File: config.mk
export PLATFORM = sky130hd
export DESIGN_NAME = i2c_port_expander_regs
export DESIGN_NICKNAME = d
export VERILOG_FILES = /design/src/design/exp_pkg.sv /design/src/design/filt_if.sv /design/src/design/line_filter.sv /design/src/design/i2c_port_expander_regs.sv
export SDC_FILE = /design/constraint.sdc
export NUM_CORES = 1
export LEC_CHECK = 0
export ABC_AREA = 1
export BUFFER_PORTS_ARGS = -buffer_cell sky130_fd_sc_hd__buf_2
export CAP_MARGIN = 20
export CORE_ASPECT_RATIO = 2
export CORE_MARGIN = 2
export CORE_UTILIZATION = 40
export DETAILED_ROUTE_END_ITERATION = 12
export SLEW_MARGIN = 20
export SYNTH_ARGS = -nofsm -noshare
export SYNTH_HDL_FRONTEND = slang
export SYNTH_SLANG_ARGS = --single-unit
File: constraint.sdc
create_clock -name CLK -period 9.2 [get_ports CLK]
set_clock_uncertainty 0.15 [all_clocks]
set_input_delay 1.38 -clock CLK [delete_from_list [all_inputs] [get_ports CLK]]
set_output_delay 1.38 -clock CLK [all_outputs]
set_load 0.01 [all_outputs]
File: src/design/exp_pkg.sv
// Purpose: shared constants and types of the I/O expander core
// Assumes: 200 MHz system clock
// Notes:   register codes, reset values and filter timing
package exp_pkg;
  // ==========================================================
  // line sampling
  localparam int SYNC_W    = 21;
  localparam int IDX_SCL   = 0;
  localparam int IDX_SDA   = 1;
  localparam int IDX_IO    = 2;
  localparam int IDX_STRAP = 18;
  localparam int CNT_W     = 4;
  localparam logic [SYNC_W-1:0] LINE_RST = '1;

  // ==========================================================
  // timing
  localparam int CLK_PERIOD_NS = 5;
  localparam int SPIKE_NS      = 50;
  localparam int FILT_CYC      = SPIKE_NS / CLK_PERIOD_NS + 1;
  localparam logic [CNT_W-1:0] FILT_LAST = CNT_W'(FILT_CYC - 1);
  localparam int INT_US        = 4;
  localparam int INT_CYC       = INT_US * 1000 / CLK_PERIOD_NS;

  // ==========================================================
  // bus framing
  localparam logic [3:0] ADDR_FIXED = 4'h4;
  localparam logic [3:0] BYTE_BITS  = 4'h8;
  localparam logic [3:0] TX_LAST    = 4'h7;

  // ==========================================================
  // register pointer codes
  localparam logic [2:0] REG_IN0  = 3'h0;
  localparam logic [2:0] REG_IN1  = 3'h1;
  localparam logic [2:0] REG_OUT0 = 3'h2;
  localparam logic [2:0] REG_OUT1 = 3'h3;
  localparam logic [2:0] REG_INV0 = 3'h4;
  localparam logic [2:0] REG_INV1 = 3'h5;
  localparam logic [2:0] REG_DIR0 = 3'h6;
  localparam logic [2:0] REG_DIR1 = 3'h7;
  localparam logic [1:0] BANK_IN  = 2'h0;
  localparam logic [1:0] BANK_OUT = 2'h1;
  localparam logic [1:0] BANK_INV = 2'h2;
  localparam logic [1:0] BANK_DIR = 2'h3;

  // ==========================================================
  // reset values
  localparam logic [15:0] OUT_RST  = 16'hffff;
  localparam logic [15:0] INV_RST  = 16'h0000;
  localparam logic [15:0] DIR_RST  = 16'hffff;
  localparam logic [15:0] SNAP_RST = 16'hffff;

  typedef enum logic [2:0] {ST_IDLE, ST_RX, ST_ACK, ST_TX, ST_MACK} state_type;
  typedef enum logic [1:0] {PH_ADDR, PH_CMD, PH_DATA} phase_type;
endpackage : exp_pkg

File: src/design/filt_if.sv
// Purpose: carrier between raw lines and filtered lines
// Assumes: one bit per sampled line
// Notes:   filter drives clean, core drives raw
`timescale 1ns/100ps
interface filt_if #(parameter int W = exp_pkg::SYNC_W);
  logic [W-1:0] raw;
  logic [W-1:0] clean;
  modport filt (input raw, output clean);
  modport user (output raw, input clean);
endinterface : filt_if

File: src/design/line_filter.sv
// Purpose: two-flop sync and spike filter for every sampled line
// Assumes: lines asynchronous to clk
// Notes:   a level must persist past the spike width to pass
`timescale 1ns/100ps
module line_filter (
  input wire logic clk,
  input wire logic rst,
  filt_if.filt     lines
);
  localparam int W = exp_pkg::SYNC_W;

  typedef struct packed {
    logic [W-1:0]                      s1;
    logic [W-1:0]                      s2;
    logic [W-1:0]                      clean;
    logic [W-1:0][exp_pkg::CNT_W-1:0] cnt;
  } filt_type;

  localparam filt_type FILT_RST = '{
    s1: exp_pkg::LINE_RST, s2: exp_pkg::LINE_RST,
    clean: exp_pkg::LINE_RST, cnt: '0};

  filt_type q;
  filt_type d;

  // ==========================================================
  // filter
  always_comb begin
    d = q;
    d.s1 = lines.raw;
    d.s2 = q.s1;
    for (int i = 0; i < W; i++) begin
      if (q.s2[i] == q.clean[i]) begin
        d.cnt[i] = '0;
      end else if (q.cnt[i] == exp_pkg::FILT_LAST) begin
        d.clean[i] = q.s2[i];
        d.cnt[i]   = '0;
      end else begin
        d.cnt[i] = q.cnt[i] + exp_pkg::CNT_W'(1);
      end
    end
  end

  always_ff @(posedge clk or posedge rst) begin
    if (rst) begin
      q <= FILT_RST;
    end else begin
      q <= d;
    end
  end

  assign lines.clean = q.clean;
endmodule : line_filter

File: src/design/i2c_port_expander_regs.sv
// Purpose: two-wire slave and register file of a 16-bit I/O expander
// Assumes: SCL, SDA, pins and straps are asynchronous to CLK
// Notes:   SCL is oversampled; open-drain lines use output enables
//
// What this block does
// address byte is 0100, three straps, read bit; all seven must match
// first byte after write address is the command, stored as pointer
// stored pointer selects register for later writes and reads
// codes 0-1 input, 2-3 output, 4-5 inversion, 6-7 direction
// input registers return sampled pin levels whatever the direction
// writes to input registers change nothing
// input registers have no reset value; they follow the pins
// output bits set the level of pins configured as outputs
// output bits do not touch input pins but stay stored
// output register reads return stored bits, not pin levels
// all output register bits reset to one
// spikes of 50 ns or less on SCL and SDA are ignored
// interrupt asserts within 4 us of a qualifying input change
// interrupt releases within 4 us of a clearing event
// direction one makes an input, zero an output; resets to one
// pointer toggles within its pair after every data byte
// interrupt on input-pin change; clear on return or own port read
// inversion bit one inverts the input register bit on read
// strap levels are latched at each start and must match to ack
`timescale 1ns/100ps
module i2c_port_expander_regs (
  input  wire logic       CLK,
  input  wire logic       SYS_RST,
  input  wire logic       SCL,
  input  wire logic       SDA_I,
  output wire logic       SDA_O,
  output wire logic       SDA_OE,
  input  wire logic       ADDR_STRAP_BIT0,
  input  wire logic       ADDR_STRAP_BIT1,
  input  wire logic       ADDR_STRAP_BIT2,
  input  wire logic [7:0] PIN_LEVEL_P0_BIT,
  input  wire logic [7:0] PIN_LEVEL_P1_BIT,
  output wire logic [7:0] DRIVE_LEVEL_P0_BIT,
  output wire logic [7:0] DRIVE_LEVEL_P1_BIT,
  output wire logic [7:0] DRIVE_EN_P0_BIT,
  output wire logic [7:0] DRIVE_EN_P1_BIT,
  output wire logic       INT_N_O,
  output wire logic       INT_N_OE
);

  // ==========================================================
  // state
  typedef struct packed {
    exp_pkg::state_type st;
    exp_pkg::phase_type ph;
    logic               rd;
    logic [3:0]         bits;
    logic [7:0]         sh;
    logic [2:0]         ptr;
    logic [2:0]         strap;
    logic               mack;
    logic [15:0]        outr;
    logic [15:0]        inv;
    logic [15:0]        dir;
    logic [15:0]        snap;
    logic               scl_p;
    logic               sda_p;
    logic               sda_oe;
    logic               int_oe;
    logic [15:0]        io_oe;
  } core_type;

  localparam core_type CORE_RST = '{
    st:     exp_pkg::ST_IDLE,
    ph:     exp_pkg::PH_ADDR,
    rd:     '0,
    bits:   '0,
    sh:     '0,
    ptr:    exp_pkg::REG_IN0,
    strap:  '0,
    mack:   '0,
    outr:   exp_pkg::OUT_RST,
    inv:    exp_pkg::INV_RST,
    dir:    exp_pkg::DIR_RST,
    snap:   exp_pkg::SNAP_RST,
    scl_p:  '1,
    sda_p:  '1,
    sda_oe: '0,
    int_oe: '0,
    io_oe:  ~exp_pkg::DIR_RST};

  core_type q;
  core_type d;

  // ==========================================================
  // helpers
  function automatic logic [7:0] half(
    input logic [15:0] v,
    input logic        hi);
    half = hi ? v[15:8] : v[7:0];
  endfunction : half

  function automatic logic [15:0] put_half(
    input logic [15:0] v,
    input logic        hi,
    input logic [7:0]  b);
    put_half = hi ? {b, v[7:0]} : {v[15:8], b};
  endfunction : put_half

  function automatic logic [7:0] read_reg(
    input logic [2:0]  p,
    input logic [15:0] lvl,
    input logic [15:0] inv,
    input logic [15:0] outr,
    input logic [15:0] dir);
    unique case (p[2:1])
      exp_pkg::BANK_IN:  read_reg = half(lvl ^ inv, p[0]);
      exp_pkg::BANK_OUT: read_reg = half(outr, p[0]);
      exp_pkg::BANK_INV: read_reg = half(inv, p[0]);
      exp_pkg::BANK_DIR: read_reg = half(dir, p[0]);
    endcase
  endfunction : read_reg

  // ==========================================================
  // line filtering
  filt_if #(.W(exp_pkg::SYNC_W)) fi ();

  assign fi.raw = {ADDR_STRAP_BIT2, ADDR_STRAP_BIT1, ADDR_STRAP_BIT0,
                   PIN_LEVEL_P1_BIT, PIN_LEVEL_P0_BIT, SDA_I, SCL};

  line_filter u_filt (
    .clk   (CLK),
    .rst   (SYS_RST),
    .lines (fi.filt)
  );

  logic        scl;
  logic        sda;
  logic [15:0] pins;
  logic [2:0]  strap_now;
  logic        scl_rise;
  logic        scl_fall;
  logic        start_ev;
  logic        stop_ev;
  logic        mism;
  logic        load;
  logic        byte_done;

  assign scl       = fi.clean[exp_pkg::IDX_SCL];
  assign sda       = fi.clean[exp_pkg::IDX_SDA];
  assign pins      = fi.clean[exp_pkg::IDX_IO +: 16];
  assign strap_now = fi.clean[exp_pkg::IDX_STRAP +: 3];
  assign scl_rise  = scl && !q.scl_p;
  assign scl_fall  = !scl && q.scl_p;
  assign start_ev  = scl && q.scl_p && q.sda_p && !sda;
  assign stop_ev   = scl && q.scl_p && !q.sda_p && sda;
  assign mism      = |((pins ^ q.snap) & q.dir);
  assign byte_done = (q.st == exp_pkg::ST_RX) && scl_fall
                     && (q.bits == exp_pkg::BYTE_BITS);

  // ==========================================================
  // next state
  always_comb begin
    d = q;
    load = 1'b0;
    d.scl_p = scl;
    d.sda_p = sda;
    d.int_oe = mism;
    if (start_ev) begin
      d.st = exp_pkg::ST_RX;
      d.ph = exp_pkg::PH_ADDR;
      d.bits = '0;
      d.sda_oe = 1'b0;
      d.strap = strap_now;
    end else if (stop_ev) begin
      d.st = exp_pkg::ST_IDLE;
      d.sda_oe = 1'b0;
    end else begin
      unique case (q.st)
        exp_pkg::ST_IDLE: begin
          d.st = exp_pkg::ST_IDLE;
        end
        exp_pkg::ST_RX: begin
          if (scl_rise && (q.bits != exp_pkg::BYTE_BITS)) begin
            d.sh = {q.sh[6:0], sda};
            d.bits = q.bits + 4'h1;
          end else if (byte_done) begin
            d.st = exp_pkg::ST_ACK;
            d.sda_oe = 1'b1;
            unique case (q.ph)
              exp_pkg::PH_ADDR: begin
                if (q.sh[7:1] == {exp_pkg::ADDR_FIXED, q.strap}) begin
                  d.rd = q.sh[0];
                  d.ph = q.sh[0] ? exp_pkg::PH_DATA : exp_pkg::PH_CMD;
                end else begin
                  d.st = exp_pkg::ST_IDLE;
                  d.sda_oe = 1'b0;
                end
              end
              exp_pkg::PH_CMD: begin
                d.ptr = q.sh[2:0];
                d.ph = exp_pkg::PH_DATA;
              end
              exp_pkg::PH_DATA: begin
                unique case (q.ptr[2:1])
                  exp_pkg::BANK_IN: begin
                    d.outr = q.outr;
                  end
                  exp_pkg::BANK_OUT: begin
                    d.outr = put_half(q.outr, q.ptr[0], q.sh);
                  end
                  exp_pkg::BANK_INV: begin
                    d.inv = put_half(q.inv, q.ptr[0], q.sh);
                  end
                  exp_pkg::BANK_DIR: begin
                    d.dir = put_half(q.dir, q.ptr[0], q.sh);
                  end
                endcase
                d.ptr = {q.ptr[2:1], ~q.ptr[0]};
              end
              default: begin
                d.st = exp_pkg::ST_IDLE;
                d.sda_oe = 1'b0;
              end
            endcase
          end
        end
        exp_pkg::ST_ACK: begin
          if (scl_fall) begin
            d.sda_oe = 1'b0;
            d.bits = '0;
            if (q.rd) begin
              load = 1'b1;
              d.st = exp_pkg::ST_TX;
            end else begin
              d.st = exp_pkg::ST_RX;
            end
          end
        end
        exp_pkg::ST_TX: begin
          if (scl_fall) begin
            if (q.bits == exp_pkg::TX_LAST) begin
              d.st = exp_pkg::ST_MACK;
              d.sda_oe = 1'b0;
            end else begin
              d.sh = {q.sh[6:0], 1'b0};
              d.bits = q.bits + 4'h1;
              d.sda_oe = ~q.sh[6];
            end
          end
        end
        exp_pkg::ST_MACK: begin
          if (scl_rise) begin
            d.mack = ~sda;
          end else if (scl_fall) begin
            if (q.mack) begin
              load = 1'b1;
              d.bits = '0;
              d.st = exp_pkg::ST_TX;
            end else begin
              d.st = exp_pkg::ST_IDLE;
            end
          end
        end
        default: begin
          d.st = exp_pkg::ST_IDLE;
          d.sda_oe = 1'b0;
        end
      endcase
    end
    if (load) begin
      d.sh = read_reg(q.ptr, pins, q.inv, q.outr, q.dir);
      d.sda_oe = ~d.sh[7];
      d.ptr = {q.ptr[2:1], ~q.ptr[0]};
      if (q.ptr[2:1] == exp_pkg::BANK_IN) begin
        d.snap = put_half(q.snap, q.ptr[0], half(pins, q.ptr[0]));
      end
    end
    d.io_oe = ~d.dir;
  end

  always_ff @(posedge CLK or posedge SYS_RST) begin
    if (SYS_RST) begin
      q <= CORE_RST;
    end else begin
      q <= d;
    end
  end

  // ==========================================================
  // outputs
  assign SDA_O              = 1'b0;
  assign SDA_OE             = q.sda_oe;
  assign INT_N_O            = 1'b0;
  assign INT_N_OE           = q.int_oe;
  assign DRIVE_LEVEL_P0_BIT = q.outr[7:0];
  assign DRIVE_LEVEL_P1_BIT = q.outr[15:8];
  assign DRIVE_EN_P0_BIT    = q.io_oe[7:0];
  assign DRIVE_EN_P1_BIT    = q.io_oe[15:8];
endmodule : i2c_port_expander_regs

## After elaboration in Yosys (flattened, before gate mapping)

Index checks and enable logic that the tools add are counted.

| cells by class | value |
|---|---|
| $add $sub $neg | 22 |
| equal/unequal tests | 83 |
| mux-type cells | 112 |
| bitwise operators | 34 |
| reductions and logical operators | 64 |

Operator list:

| operator | count |
|---|---|
| $mux W4 | 47 |
| $mux W16 | 8 |
| $add A4 B1 Y4 const B | 22 |
| $eq A4 B4 Y1 const B | 22 |
| $mux W8 | 6 |
| $reduce_and A2 Y1 | 21 |
| $reduce_and A8 Y1 | 5 |
| $mux W12 | 3 |
| $mux W3 | 11 |
| $ne A4 B4 Y1 const B | 8 |
| $pmux W8 S4 | 1 |
| $xor A16 B16 Y16 | 2 |
| $not A1 Y1 | 30 |
| $ne A3 B3 Y1 const B | 9 |
| $mux W11 | 2 |
| $eq A1 B1 Y1 | 21 |
| $ne A5 B5 Y1 const B | 4 |
| $mux W18 | 1 |
| $reduce_and A6 Y1 | 3 |
| $mux W1 | 17 |
| $and A16 B16 Y16 | 1 |
| $not A16 Y16 | 1 |
| $pmux W4 S4 | 1 |
| $pmux W8 S2 | 1 |
| other kinds (33) | 68 |

| storage, ports and cells | value |
|---|---|
| register bits | 256 |
| input port bits | 23 |
| output and inout bits | 36 |
| logic and storage cells | 380 |

## Depth between registers and ports, before layout

| logic depth | value |
|---|---|
| word-level depth | 10 |
| gate-level depth with buffers | 13 |

## By module

Synthesis repeated with hierarchy kept, for this count alone.

| second synthesis, totals | value |
|---|---|
| cells, all modules | 1370 |
| area, all modules | 12388.1 µm² |

By module, submodules not included:

| module | times used | cells an instance | area each (µm²) | sequential area each (µm²) |
|---|---|---|---|---|
| line_filter | 1 | 621 | 6223.5 | 3757.4 |
| i2c_port_expander_regs | 1 | 749 | 6164.7 | 2790.2 |

## Least setup slack after synthesis

No wires, ideal clock.

| path | value |
|---|---|
| path kind | flip-flop to output port |
| start point | register q (netlist bit DRIVE_LEVEL_P0_BIT[7]) |
| end point | output port DRIVE_LEVEL_P0_BIT[7] |
| arrival time | 622 ps |
| required time | 7670 ps |
| slack | 7048 ps |
| stages on the path, launching flop included | 2 |
| path through | dfstp_2 -> buf_4 |

RTL lines:

| item | RTL line | source |
|---|---|---|
| start: declaration | i2c_port_expander_regs.sv:87 | `core_type q;` |
| start signal: assignment | i2c_port_expander_regs.sv:279 | `q <= CORE_RST;` |
| start signal: assignment | i2c_port_expander_regs.sv:281 | `q <= d;` |
| end: declaration | i2c_port_expander_regs.sv:38 | `output wire logic [7:0] DRIVE_LEVEL_P0_BIT,` |

No word-level cell between the ends.

## Final worst setup path

| path | value |
|---|---|
| start point | register q (netlist bit DRIVE_LEVEL_P1_BIT[1]) |
| end point | output port DRIVE_LEVEL_P1_BIT[1] |

RTL lines:

| item | RTL line | source |
|---|---|---|
| end: declaration | i2c_port_expander_regs.sv:39 | `output wire logic [7:0] DRIVE_LEVEL_P1_BIT,` |

No word-level cell between the ends.

==> run summary <==
CP bufs+invs: 1
Core footprint: 29,400 sq um
Cell Area, Synth: 11,900 sq um
RSZ-0062 raised after global routing: false
# Post-CTS Setup Buffers: 0
Post_cts resized: 0
Ant diodes: 0
Ports: 59
Final hold vios: 0
Post-synth top cells: nand2_1 (215), nor2_1 (145), dfrtp_1 (143)
WL/cell: 15.7 microns
Tot Pwr: 2.26 mW
GR Overflow Total: 0
Max Slew Vio Count: 0
Htree depth: 1
Clock Path Buffers: 3
Nets@finish: 1,359
Syn_area_per_cell: 9.46 sq um
CP Cell Sequence: buf_2
Fmax: 362 MHz
Overall Global Routing Usage: 0.174
IO Port Bufs: 56
Via count: 8,204
Crit path time final: 2.76 ns
Kind of critical path: reg2out
Critical Path Fanout Max: 3
Startpoint Class: register
Worst hold path type: reg2reg
Peak supply drop: 0.162 mV
Status: finished clean
Initial core utilization: 0.404
First-pass detailed-route iteration total: 5
Most used DFF post-synth: dfrtp_1
First-pass GRT wire length: 42,800 microns
# DRC: 0
Maxcap violations: 0
Die H: 248 microns
Vias/cell: 4.92
Leak: 5.80 nW
Endpoint type of the worst setup path: primary output
Share of cells above drive strength 1: 0.193
RePlAce Congestion: 0.872
Clock sink count: 256
Post-synth EDFFs: 0
Final wirelength: 26,100 microns
Sequential area share after synthesis: 0.552
FF+latch count, synth: 256
Root buf cell: clkbuf_16
Layout area overhead: 9.69%
HPWL after DPL: 19,600 microns
Remaining antenna violation count: 0
Largest area contributor in the netlist: dfrtp_1
Pwr dens: 173 nW/um^2
Clock-pin transition on the worst setup and hold timing paths: 0.07 ns
TritonCTS clock tree: done
CTS Buf Count: 23
Slew headroom: 0.351
Final period util: 0.300
Worst skew pair latency: 0.52 ns
YS warnings: 0
Yosys cell types: 43
Ys async rst share: 1.00
# rows: 89
Hold_ws: 0.200 ns
Worst path top cell family by delay: flip-flops
Initial DRC count: 460
WP data required: 7.67 ns
Largest stage delay, worst path: 0.57 ns
Die area: 31,200 sq um
Post-cts hold buffer count: 0
Setup tns final: 0 ns
Count leader, synth: nand2_1
Crit path depth: 1
DIE WIDTH: 126 microns
Vias in the first global route: 8,339
Critical-path top delay cell: dfstp_2
# setup viols final: 0
Cell count after synthesis: 1,255
Largest net degree at the start of global routing: 140
Initial antenna violation count: 1
Synth area leaders: dfrtp_1 (30%), dfstp_2 (25%), nand2_1 (6.8%)
CP arrival: 1.23 ns
Tightest Pin Transition: 0.974 ns
Hold Path Stages: 0
Reg2Reg Depth: 8
Share of the synthesized area in the top cell type: 0.301
Util after Layout: 0.443
## final timing paths
path,start,end,slack [ns]
worst min register to register,u_filt.d[114],u_filt.q[114],0.20
worst min-delay path,u_filt.d[114],u_filt.q[114],0.20
worst max register to register,u_filt.lines.clean[1],q[92],6.81
worst max-delay path,DRIVE_LEVEL_P1_BIT[1],DRIVE_LEVEL_P1_BIT[1],6.44
max in group asynchronous,SYS_RST,u_filt.q[46],6.49
min in group asynchronous,SYS_RST,u_filt.q[63],0.86
## layout make-up
cell class / instances / area, sq um
Timing Repair Buffer: 59 / 303
Clock inverter: 6 / 80.1
Sequential cell: 256 / 6550
Multi-Input combinational cell: 809 / 4440
Inverter: 139 / 529
Fill cell: 2928 / 16400
Clock buffer: 35 / 661
Tap cell: 364 / 455
## kinds of logic after synthesis
| kind of cell | synth area share |
|---|---|
| AOI/OAI and AO/OA | 0.104 |
| xor gates and xnor gates | 0.0362 |
| adders and majority gates | 0.0506 |
| buffers and inverters | 0.0743 |
| DFF | 0.552 |
| muxes | 0.00379 |
| other | 0.000316 |
| and+or+nand+nor | 0.180 |
## through the flow
step                setup slack, ns  cell area [sq um]  std cells
finish                         6.44              13000       1668
global route                   6.15              13000       1668
CTS                            6.37              13000       1668
detailed placement             5.80              12300       1627
global placement               5.82              12300       1627
floorplan                     0.815              11900       1256
## registers in the layout, summed over array words and instances (netlist names)
signal,flops
u_filt.q,105
q,75
u_filt.d,21
u_filt.lines.clean,21
DRIVE_EN_P0_BIT,8
DRIVE_EN_P1_BIT,8
DRIVE_LEVEL_P0_BIT,8
DRIVE_LEVEL_P1_BIT,8
INT_N_OE,1
SDA_OE,1
## layer usage
layer  track usage  up-vias  wire, microns
met1         0.167     3892           9050
li1              -     4082              -
met2         0.337      140          14400
met4         0.122        0           2010
met3        0.0203       90            673
met5             0        -              0
## layout by cell type (no fill, tap or decap), types with 24 or more instances in the layout
cell type / synthesis / routed
nor2_1: 145 / 145
o21ai_1: 24 / 24
nand2_1: 215 / 215
xor2_1: 26 / 26
dfstp_2: 113 / 113
ha_1: 48 / 48
inv_1: 130 / 129
o21ai_0: 128 / 128
buf_2: 6 / 56
a21oi_1: 35 / 35
dfrtp_1: 143 / 143
nand3_1: 70 / 70
## power breakdown
part / internal [mW] / total (mW) / switching [mW]
combinational: 0.0365 / 0.0948 / 0.0583
sequential: 1.17 / 1.21 / 0.0315
clock: 0.551 / 0.957 / 0.407
total: 1.76 / 2.26 / 0.496
No activity file was read; power rests on OpenSTA's default activity.
